$ cat src/logic/cx_pkg.sv
`default_nettype none
package cx_pkg;
    // widths and depths
    localparam int unsigned ADDR_W    = 8;
    localparam int unsigned DATA_W    = 32;
    localparam int unsigned PC_W      = 13;
    localparam int unsigned STK_DEPTH = 8;
    localparam int unsigned SP_W      = 3;
    localparam int unsigned FILE_NUM  = 128;
    localparam int unsigned FADDR_W   = 7;
    localparam int unsigned OP_W      = 3;

    // register byte offsets
    localparam logic [ADDR_W-1:0] OFF_CMD    = 8'h00;
    localparam logic [ADDR_W-1:0] OFF_ACCUM  = 8'h04;
    localparam logic [ADDR_W-1:0] OFF_STATUS = 8'h08;
    localparam logic [ADDR_W-1:0] OFF_PC     = 8'h0c;
    localparam logic [ADDR_W-1:0] OFF_PUSH   = 8'h10;
    localparam logic [ADDR_W-1:0] OFF_FADDR  = 8'h14;
    localparam logic [ADDR_W-1:0] OFF_FDATA  = 8'h18;

    // command word fields
    localparam int unsigned CMD_OP_LSB   = 0;
    localparam int unsigned CMD_DEST_BIT = 3;
    localparam int unsigned CMD_FA_LSB   = 4;
    localparam int unsigned CMD_LIT_LSB  = 16;

    // status word fields
    localparam int unsigned STAT_C_BIT    = 0;
    localparam int unsigned STAT_HC_BIT   = 1;
    localparam int unsigned STAT_Z_BIT    = 2;
    localparam int unsigned STAT_BUSY_BIT = 8;

    // reset values and the stack pointer step
    localparam logic [7:0]      ACCUM_RST = 8'h00;
    localparam logic [PC_W-1:0] PC_RST    = 13'h0000;
    localparam logic [SP_W-1:0] SP_RST    = 3'h0;
    localparam logic [SP_W-1:0] SP_ONE    = 3'h1;

    // cycles taken by a subroutine return
    localparam int unsigned RET_CYCLES = 2;

    // operation codes held in the command word
    typedef enum logic [OP_W-1:0] {
        op_return              = 3'h0,
        rotate_right_carry_op  = 3'h1,
        literal_minus_accum_op = 3'h2,
        file_minus_accum_op    = 3'h3,
        nibble_exchange_op     = 3'h4,
        literal_xor_op         = 3'h5,
        file_xor_op            = 3'h6,
        op_none                = 3'h7
    } cx_op_t;

    // sequencer states
    typedef enum logic [2:0] {
        st_idle = 3'b001,
        st_exec = 3'b010,
        st_ret  = 3'b100
    } cx_state_t;
endpackage
`default_nettype wire

$ cat src/logic/cx_alu.sv
`default_nettype none
module cx_alu (
    // operation and operands
    input  wire logic           i_op_valid,
    input  wire cx_pkg::cx_op_t i_op,
    input  wire logic [7:0]     i_accum,
    input  wire logic [7:0]     i_fval,
    input  wire logic [7:0]     i_literal,
    input  wire logic           i_carry,
    // result and flag updates
    output logic      [7:0]     o_result,
    output logic                o_carry,
    output logic                o_half_carry,
    output logic                o_zero,
    output logic                o_upd_c,
    output logic                o_upd_hc,
    output logic                o_upd_z,
    output logic                o_file_op
);
    logic [7:0] minuend;
    logic [8:0] diff9;
    logic [4:0] nib5;

    // subtract as minuend plus inverted accumulator plus one
    always_comb begin
        minuend = (i_op == cx_pkg::literal_minus_accum_op) ? i_literal : i_fval;
        diff9   = {1'b0, minuend} + {1'b0, ~i_accum} + 9'h001;
        nib5    = {1'b0, minuend[3:0]} + {1'b0, ~i_accum[3:0]} + 5'h01;
    end

    // result and which flags each operation touches
    always_comb begin
        o_result     = i_fval;
        o_carry      = i_carry;
        o_half_carry = nib5[4];              // no borrow out of bit 3 sets it [RQ9]
        o_upd_c      = 1'b0;
        o_upd_hc     = 1'b0;
        o_upd_z      = 1'b0;
        o_file_op    = 1'b0;
        unique case (i_op)
            cx_pkg::rotate_right_carry_op: begin
                o_result  = {i_carry, i_fval[7:1]};  // carry in at msb [RQ2]
                o_carry   = i_fval[0];               // old lsb out to carry [RQ2]
                o_upd_c   = i_op_valid;
                o_file_op = 1'b1;
            end
            cx_pkg::literal_minus_accum_op, cx_pkg::file_minus_accum_op: begin
                o_result  = diff9[7:0];              // [RQ4] [RQ5]
                o_carry   = diff9[8];                // set when no borrow [RQ9]
                o_upd_c   = i_op_valid;
                o_upd_hc  = i_op_valid;
                o_upd_z   = i_op_valid;
                o_file_op = (i_op == cx_pkg::file_minus_accum_op);
            end
            cx_pkg::nibble_exchange_op: begin
                o_result  = {i_fval[3:0], i_fval[7:4]};  // no flag touched [RQ6]
                o_file_op = 1'b1;
            end
            cx_pkg::literal_xor_op: begin
                o_result  = i_accum ^ i_literal;     // zero flag only [RQ7]
                o_upd_z   = i_op_valid;
            end
            cx_pkg::file_xor_op: begin
                o_result  = i_accum ^ i_fval;        // zero flag only [RQ8]
                o_upd_z   = i_op_valid;
                o_file_op = 1'b1;
            end
            default: begin
                o_result = i_accum;
            end
        endcase
        o_zero = (o_result == 8'h00);            // [RQ9]
    end
endmodule
`default_nettype wire

$ cat src/logic/cx_exec.sv
// Contract
// [RQ1] return pops the stack into the program counter, two cycles, flags kept
// [RQ2] rotate right moves carry into msb and the old lsb into carry
// [RQ3] destination bit 0 writes the accumulator, 1 writes the file register back
// [RQ4] literal minus accumulator goes to accumulator, updating carry, half carry, zero
// [RQ5] file minus accumulator goes to the chosen destination, updating three flags
// [RQ6] nibble swap exchanges the halves of the file register, flags unchanged
// [RQ7] literal xor accumulator goes to accumulator, only zero flag updated
// [RQ8] file xor accumulator goes to the chosen destination, only zero updated
// [RQ9] subtraction carry and half carry mean no borrow; zero means result zero
`default_nettype none
module cx_exec (
    // clock and reset
    input  wire logic                         i_core_clk,
    input  wire logic                         i_reset_n,
    // apb slave
    input  wire logic                         i_psel,
    input  wire logic                         i_penable,
    input  wire logic                         i_pwrite,
    input  wire logic [cx_pkg::ADDR_W-1:0]    i_paddr,
    input  wire logic [cx_pkg::DATA_W-1:0]    i_pwdata,
    output logic      [cx_pkg::DATA_W-1:0]    o_prdata,
    output logic                              o_pready,
    output logic                              o_pslverr,
    // core state
    output logic      [cx_pkg::PC_W-1:0]      o_pc,
    output logic                              o_busy
);
    cx_pkg::cx_state_t              state_q, state_d;
    cx_pkg::cx_op_t                 op_q, op_d;
    logic                           dest_q, dest_d;
    logic [cx_pkg::FADDR_W-1:0]     fa_q, fa_d, faddr_q, faddr_d;
    logic [7:0]                     lit_q, lit_d, accum_q, accum_d;
    logic                           c_q, c_d, hc_q, hc_d, z_q, z_d;
    logic [cx_pkg::PC_W-1:0]        pc_q, pc_d;
    logic [cx_pkg::SP_W-1:0]        sp_q, sp_d, sp_dec;
    logic [cx_pkg::DATA_W-1:0]      prdata_q, prdata_d;
    logic [7:0]                     file_mem [cx_pkg::FILE_NUM];
    logic [cx_pkg::PC_W-1:0]        stack_mem [cx_pkg::STK_DEPTH];
    logic                           file_we, stk_we;
    logic [cx_pkg::FADDR_W-1:0]     file_wa;
    logic [7:0]                     file_wd, fval;
    logic [cx_pkg::PC_W-1:0]        stack_top;
    logic [7:0]                     alu_res;
    logic                           alu_c, alu_hc, alu_z;
    logic                           upd_c, upd_hc, upd_z, file_op;
    logic                           busy, wr_fire, mapped, executing;

    // decode helpers and bus handshake
    assign busy      = (state_q != cx_pkg::st_idle);
    assign executing = (state_q == cx_pkg::st_exec);
    assign sp_dec    = sp_q - cx_pkg::SP_ONE;
    assign stack_top = stack_mem[sp_dec];
    assign fval      = file_mem[fa_q];
    assign mapped    = (i_paddr == cx_pkg::OFF_CMD)   || (i_paddr == cx_pkg::OFF_ACCUM) ||
                       (i_paddr == cx_pkg::OFF_STATUS) || (i_paddr == cx_pkg::OFF_PC) ||
                       (i_paddr == cx_pkg::OFF_PUSH)  || (i_paddr == cx_pkg::OFF_FADDR) ||
                       (i_paddr == cx_pkg::OFF_FDATA);
    assign o_pready  = ~(i_pwrite && busy);        // writes wait until the core is idle
    assign o_pslverr = i_psel && i_penable && o_pready && !mapped;
    assign wr_fire   = i_psel && i_penable && i_pwrite && o_pready;
    assign o_prdata  = prdata_q;
    assign o_pc      = pc_q;
    assign o_busy    = busy;

    cx_alu u_alu (
        .i_op_valid   (executing),
        .i_op         (op_q),
        .i_accum      (accum_q),
        .i_fval       (fval),
        .i_literal    (lit_q),
        .i_carry      (c_q),
        .o_result     (alu_res),
        .o_carry      (alu_c),
        .o_half_carry (alu_hc),
        .o_zero       (alu_z),
        .o_upd_c      (upd_c),
        .o_upd_hc     (upd_hc),
        .o_upd_z      (upd_z),
        .o_file_op    (file_op)
    );

    // read data, captured in the setup phase
    always_comb begin
        prdata_d = prdata_q;
        if (i_psel && !i_penable) begin
            case (i_paddr)
                cx_pkg::OFF_CMD:    prdata_d = {8'h00, lit_q, 5'h00, fa_q, dest_q, op_q};
                cx_pkg::OFF_ACCUM:  prdata_d = {24'h000000, accum_q};
                cx_pkg::OFF_STATUS: prdata_d = {23'h000000, busy, 5'h00, z_q, hc_q, c_q};
                cx_pkg::OFF_PC:     prdata_d = {19'h00000, pc_q};
                cx_pkg::OFF_PUSH:   prdata_d = {29'h00000000, sp_q};
                cx_pkg::OFF_FADDR:  prdata_d = {25'h0000000, faddr_q};
                cx_pkg::OFF_FDATA:  prdata_d = {24'h000000, file_mem[faddr_q]};
                default:            prdata_d = 32'h00000000;
            endcase
        end
    end

    // sequencer, register writes and instruction execution
    always_comb begin
        state_d = state_q;
        op_d    = op_q;
        dest_d  = dest_q;
        fa_d    = fa_q;
        lit_d   = lit_q;
        accum_d = accum_q;
        c_d     = c_q;
        hc_d    = hc_q;
        z_d     = z_q;
        pc_d    = pc_q;
        sp_d    = sp_q;
        faddr_d = faddr_q;
        file_we = 1'b0;
        file_wa = fa_q;
        file_wd = alu_res;
        stk_we  = 1'b0;
        unique case (state_q)
            cx_pkg::st_idle: begin
                if (wr_fire) begin
                    case (i_paddr)
                        cx_pkg::OFF_CMD: begin
                            op_d    = cx_pkg::cx_op_t'(i_pwdata[cx_pkg::CMD_OP_LSB +:
                                                                cx_pkg::OP_W]);
                            dest_d  = i_pwdata[cx_pkg::CMD_DEST_BIT];
                            fa_d    = i_pwdata[cx_pkg::CMD_FA_LSB +: cx_pkg::FADDR_W];
                            lit_d   = i_pwdata[cx_pkg::CMD_LIT_LSB +: 8];
                            state_d = cx_pkg::st_exec;
                        end
                        cx_pkg::OFF_ACCUM: accum_d = i_pwdata[7:0];
                        cx_pkg::OFF_STATUS: begin
                            c_d  = i_pwdata[cx_pkg::STAT_C_BIT];
                            hc_d = i_pwdata[cx_pkg::STAT_HC_BIT];
                            z_d  = i_pwdata[cx_pkg::STAT_Z_BIT];
                        end
                        cx_pkg::OFF_PUSH: begin
                            stk_we = 1'b1;
                            sp_d   = sp_q + cx_pkg::SP_ONE;
                        end
                        cx_pkg::OFF_FADDR: faddr_d = i_pwdata[cx_pkg::FADDR_W-1:0];
                        cx_pkg::OFF_FDATA: begin
                            file_we = 1'b1;
                            file_wa = faddr_q;
                            file_wd = i_pwdata[7:0];
                        end
                        default: ;
                    endcase
                end
            end
            cx_pkg::st_exec: begin
                if (op_q == cx_pkg::op_return) begin
                    pc_d    = stack_top;           // pop into program counter [RQ1]
                    sp_d    = sp_dec;              // [RQ1]
                    state_d = cx_pkg::st_ret;      // second cycle, flags untouched [RQ1]
                end else begin
                    if (file_op && dest_q) begin
                        file_we = 1'b1;            // write back to the file register [RQ3]
                    end else begin
                        accum_d = alu_res;         // accumulator destination [RQ3]
                    end
                    if (upd_c) c_d = alu_c;        // [RQ2] [RQ4] [RQ5]
                    if (upd_hc) hc_d = alu_hc;     // [RQ9]
                    if (upd_z) z_d = alu_z;        // [RQ7] [RQ8] [RQ9]
                    state_d = cx_pkg::st_idle;
                end
            end
            cx_pkg::st_ret: state_d = cx_pkg::st_idle;
            default: state_d = cx_pkg::st_idle;
        endcase
    end

    // control and data registers
    always_ff @(posedge i_core_clk or negedge i_reset_n) begin
        if (!i_reset_n) begin
            state_q  <= cx_pkg::st_idle;
            op_q     <= cx_pkg::op_none;
            dest_q   <= 1'b0;
            fa_q     <= '0;
            lit_q    <= 8'h00;
            accum_q  <= cx_pkg::ACCUM_RST;
            c_q      <= 1'b0;
            hc_q     <= 1'b0;
            z_q      <= 1'b0;
            pc_q     <= cx_pkg::PC_RST;
            sp_q     <= cx_pkg::SP_RST;
            faddr_q  <= '0;
            prdata_q <= 32'h00000000;
        end else begin
            state_q  <= state_d;
            op_q     <= op_d;
            dest_q   <= dest_d;
            fa_q     <= fa_d;
            lit_q    <= lit_d;
            accum_q  <= accum_d;
            c_q      <= c_d;
            hc_q     <= hc_d;
            z_q      <= z_d;
            pc_q     <= pc_d;
            sp_q     <= sp_d;
            faddr_q  <= faddr_d;
            prdata_q <= prdata_d;
        end
    end

    // file registers and return stack storage
    always_ff @(posedge i_core_clk) begin
        if (file_we) begin
            file_mem[file_wa] <= file_wd;
        end
        if (stk_we) begin
            stack_mem[sp_q] <= i_pwdata[cx_pkg::PC_W-1:0];
        end
    end
endmodule
`default_nettype wire

$ cat config.mk
export PLATFORM = sky130hd
export DESIGN_NAME = cx_exec
export DESIGN_NICKNAME = d
export VERILOG_FILES = /design/src/logic/cx_pkg.sv /design/src/logic/cx_alu.sv /design/src/logic/cx_exec.sv
export SDC_FILE = /design/constraint.sdc
export NUM_CORES = 2
export LEC_CHECK = 0
export BUFFER_PORTS_ARGS = -buffer_cell sky130_fd_sc_hd__buf_4
export CORE_MARGIN = 2
export CORE_UTILIZATION = 57
export DETAILED_ROUTE_END_ITERATION = 10
export GPL_TIMING_DRIVEN = 1
export PLACE_DENSITY = 0.8
export SLEW_MARGIN = 0
export SYNTH_ARGS = -nofsm -noshare
export SYNTH_HDL_FRONTEND = slang
export SYNTH_SLANG_ARGS = --single-unit
$ cat constraint.sdc
create_clock -name i_core_clk -period 11 [get_ports i_core_clk]
set_clock_uncertainty 0.15 [all_clocks]
set_input_delay 1.1 -clock i_core_clk [delete_from_list [all_inputs] [get_ports i_core_clk]]
set_output_delay 1.1 -clock i_core_clk [all_outputs]
set_load 0.01 [all_outputs]
==> load_flow_metrics.sql <==
INSERT INTO impl_metrics (metric_group, metric, value, unit) VALUES
('clock_tree', 'cts-resized-gates', '0', ''),
('setup_path', 'crit_path_frequent_cell', 'sky130_fd_sc_hd__buf_4', ''),
('pwr', 'cellLeakagePower', '20.72', 'nW'),
('grt', 'grt_use_met3', '9.256', '%'),
('pwr', 'power.share.clock', '37.4', '%'),
('layout', 'filler_cell_count', '6555', ''),
('yosys', 'yosys_warnings', '0', ''),
('place', 'port_buffers', '70', ''),
('place', 'place.detailed.instances', '4392', ''),
('sta', 'maxSlewViolCount', '5', ''),
('place', 'dpl-instance-area', '0.05895', 'mm2'),
('setup_path', 'crit_fanout', '88', ''),
('setup_path', 'timing.critical_path.max_delay_family', 'compound AO/OA/AOI/OAI gates', ''),
('grt', 'grt_start_max_net_pins', '137', ''),
('yosys', 'yosys_register_bits', '1205', ''),
('pwr', 'power.sequential.fraction', '51.3', '%'),
('floorplan', 'floorplan.io_pins', '93', ''),
('floorplan', 'floorplan.die.height', '321.0', 'um'),
('sta', 'share_of_the_clock_period_used_by_the_worst_path_after_layout', '83.90', '%'),
('place', 'finalWeightedCongestion', '0.9510', ''),
('grt', 'globalRouteTotalUtil', '32.57', '%'),
('pwr', 'sw_frac_of_total', '25.25', '%'),
('clock_tree', 'cts.sink_count', '1205', ''),
('clock_tree', 'cts.htree.levels', '3', ''),
('pwr', 'combPwrFrac', '11.3', '%'),
('floorplan', 'floorplan.core_area', '0.09986', 'mm2'),
('floorplan', 'die_area', '0.1030', 'mm2'),
('clock_tree', 'root_buffer', 'sky130_fd_sc_hd__clkbuf_16', ''),
('yosys', 'synth.lib_cells_used.distinct', '88', ''),
('clock_tree', 'clock_tree.buffer_depth', '3', ''),
('outcome', 'failing_checks', 'capacitance limit, slew limit', ''),
('grt', 'grt_remaining_overflow', '0', ''),
('detailed_routing', 'post_dr_wirelength_cell', '36.05', 'um'),
('clock_tree', 'clock_insertion_delay_at_the_later_pin_of_the_skew_report', '0.74', 'ns'),
('setup_path', 'path_class', 'flop to flop', ''),
('grt', 'grt_pass1_wl', '240800', 'um'),
('outcome', 'status', 'complete, but fails checks', ''),
('yosys', 'synth_top_cell_area_share', '59.14', '%'),
('pwr', 'p_int', '8.379', 'mW'),
('layout', 'layout.cells.most_common_list', '1128 x sky130_fd_sc_hd__edfxtp_1, 518 x sky130_fd_sc_hd__mux4_2, 199 x sky130_fd_sc_hd__mux2i_1', ''),
('detailed_routing', 'firstDrtPassIters', '6', ''),
('clock_tree', 'post_cts_buffers', '0', ''),
('yosys', 'synth_sequential_area_ratio', '62.51', '%'),
('detailed_routing', 'drt_drc_violations_left', '0', ''),
('setup_path', 'cp-end-kind', 'flop', ''),
('yosys', 'yosys_most_used_dff', 'sky130_fd_sc_hd__edfxtp_1', ''),
('pwr', 'switchingPower', '2.830', 'mW'),
('detailed_routing', 'ant_nets', '0', ''),
('clock_tree', 'cts_hold_repair_buffers', '0', ''),
('setup_path', 'crit_path_start_kind', 'flop', ''),
('clock_tree', 'path_clk_slew', '0.06', 'ns'),
('setup_path', 'arrival_time_at_the_worst_endpoint', '9.45', 'ns'),
('layout', 'layout.cells.non_filler', '4614', ''),
('grt', 'antenna_found_initial', '4', ''),
('sta', 'layout_min_cycle_time', '9.229', 'ns'),
('floorplan', 'horizontal_extent_of_the_die', '321.0', 'um'),
('place', 'hpwlAfterDp', '104500', 'um'),
('layout', 'mostFrequentLayoutCell', 'sky130_fd_sc_hd__edfxtp_1', ''),
('place', 'pre_cts_ws', '2.236', 'ns'),
('sta', 'clock.fmax', '108.4', 'MHz'),
('sta', 'worst_slew_slack_as_a_fraction_of_its_limit', '-6.519', '%'),
('sta', 'finalHoldViolCount', '0', ''),
('pwr', 'irDropWorstVdd', '0.0001726', 'V'),
('detailed_routing', 'first_iter_violations', '5282', ''),
('setup_path', 'crit_path_cell_trace', 'buf_4 > and2_2 > buf_4 > a221oi_1 > o2111a_1 > o21ai_1 > nand2_1 > mux2_2 > fa_1 > a21o_1 > a21oi_1 > nor2b_1 > o21a_1 > o21ai_0 > a32o_1 > a221o_1 > nor2_1 > a21oi_4 > buf_4', ''),
('yosys', 'mappedNetlistArea', '0.05728', 'mm2'),
('layout', 'finish.net_count', '3273', ''),
('clock_tree', 'cts_tree', 'built', ''),
('yosys', 'asyncSetResetFlopFracSynth', '6.390', '%'),
('job', 'cap_violations', '1', ''),
('yosys', 'synth-edff-count', '1128', '');
-- worst reg2reg max path: stages, from the launching register on --
cell and delay [ns]:
sky130_fd_sc_hd__dfrtp_4 0.91, sky130_fd_sc_hd__buf_4 0.79, sky130_fd_sc_hd__and2_2 0.74, sky130_fd_sc_hd__buf_4 0.51
sky130_fd_sc_hd__a221oi_1 0.21, sky130_fd_sc_hd__o2111a_1 0.35, sky130_fd_sc_hd__o21ai_1 0.65, sky130_fd_sc_hd__nand2_1 0.21
sky130_fd_sc_hd__mux2_2 0.33, sky130_fd_sc_hd__fa_1 0.41, sky130_fd_sc_hd__a21o_1 0.18, sky130_fd_sc_hd__a21oi_1 0.37
sky130_fd_sc_hd__nor2b_1 0.10, sky130_fd_sc_hd__o21a_1 0.19, sky130_fd_sc_hd__o21ai_0 0.24, sky130_fd_sc_hd__a32o_1 0.23
sky130_fd_sc_hd__a221o_1 0.16, sky130_fd_sc_hd__nor2_1 0.11, sky130_fd_sc_hd__a21oi_4 1.07, sky130_fd_sc_hd__buf_4 0.92
-- registers in the layout, summed over array words and instances, names as in the netlist --
register	count
dest_q	1
o_prdata	21
accum_q	8
stack_mem	104
c_q	1
o_pc	13
state_q	3
fa_q	7
file_mem	1024
z_q	1
hc_q	1
op_q	3
sp_q	3
faddr_q	7
lit_q	8
-- synthesized netlist by cell type, drive strengths merged (21+ instances only) --
cell type	count
edfxtp	1128
mux4	542
mux2i	199
nor2	193
nand2	147
clkbuf	126
buf	118
a22oi	85
o21ai	82
dfrtp	73
a21oi	57
mux2	41
nand3	38
nand2b	30
nor2b	22
inv	21
-- metrics by stage --
step / hold WS, ns / util (%) / total power, mW
2_1_floorplan: 0.3114 / - / 6.643
3_3_place_gp: 0.3159 / 59.03 / 6.977
3_5_place_dp: 0.3219 / 59.03 / 7.069
4_1_cts: 0.3351 / 63.02 / 11.18
5_1_grt: 0.3587 / 63.03 / 11.46
6_report: 0.3333 / 63.03 / 11.21
-- metal layers --
layer	part of all wire, %	up-vias
met5	0.036	-
met4	6.7	4
met3	14	618
met2	47	2889
met1	33	17450
li1	-	13390
-- cells by family (layout without fill, tap and decap cells) --
logic type	count (synthesis)	in the layout	synth area share (%)
fa+ha+maj	12	12	0.2752
xor+xnor	16	16	0.2447
compound gates	386	386	4.684
flops	1205	1205	62.51
buf+inv	266	386	2.409
simple gates	516	516	4.118
mux	782	782	25.75
other cells	1	13	0.006547
-- power by group through the flow --
stage	registers [mW]	logic, mW	clock network, mW
final	5.75	1.27	4.19
after global placement	5.83	1.14	0
after global routing	5.75	1.34	4.38
after floorplan	5.92	0.722	0
after CTS	5.74	1.23	4.20
after detailed placement	5.84	1.23	0
-- final timing paths --
check | start | end | slack [ns] | cells past startpoint
setup / recovery | fa_q[1] | file_mem[111][6] | 1.77 | 19
hold / removal | o_prdata[16] | o_prdata[16] | 0.33 | 2
max in group asynchronous | i_reset_n | faddr_q[0] | 9.56 | 1
min in group asynchronous | i_reset_n | o_prdata[18] | 0.36 | 1
setup reg to reg | fa_q[1] | file_mem[111][6] | 1.77 | 19
hold reg to reg | o_prdata[16] | o_prdata[16] | 0.33 | 2
-- final cells by class --
class,instances,share of cell area (%)
sequential,1205,56.93
clock inverter,77,1.425
inverter,22,0.1312
multi-input combinational,1723,32.20
tap,1298,2.580
clock buffer,142,4.902
antenna,2,0.007951
timing repair buffer,145,1.825
Power figures use the tool's default switching activity.
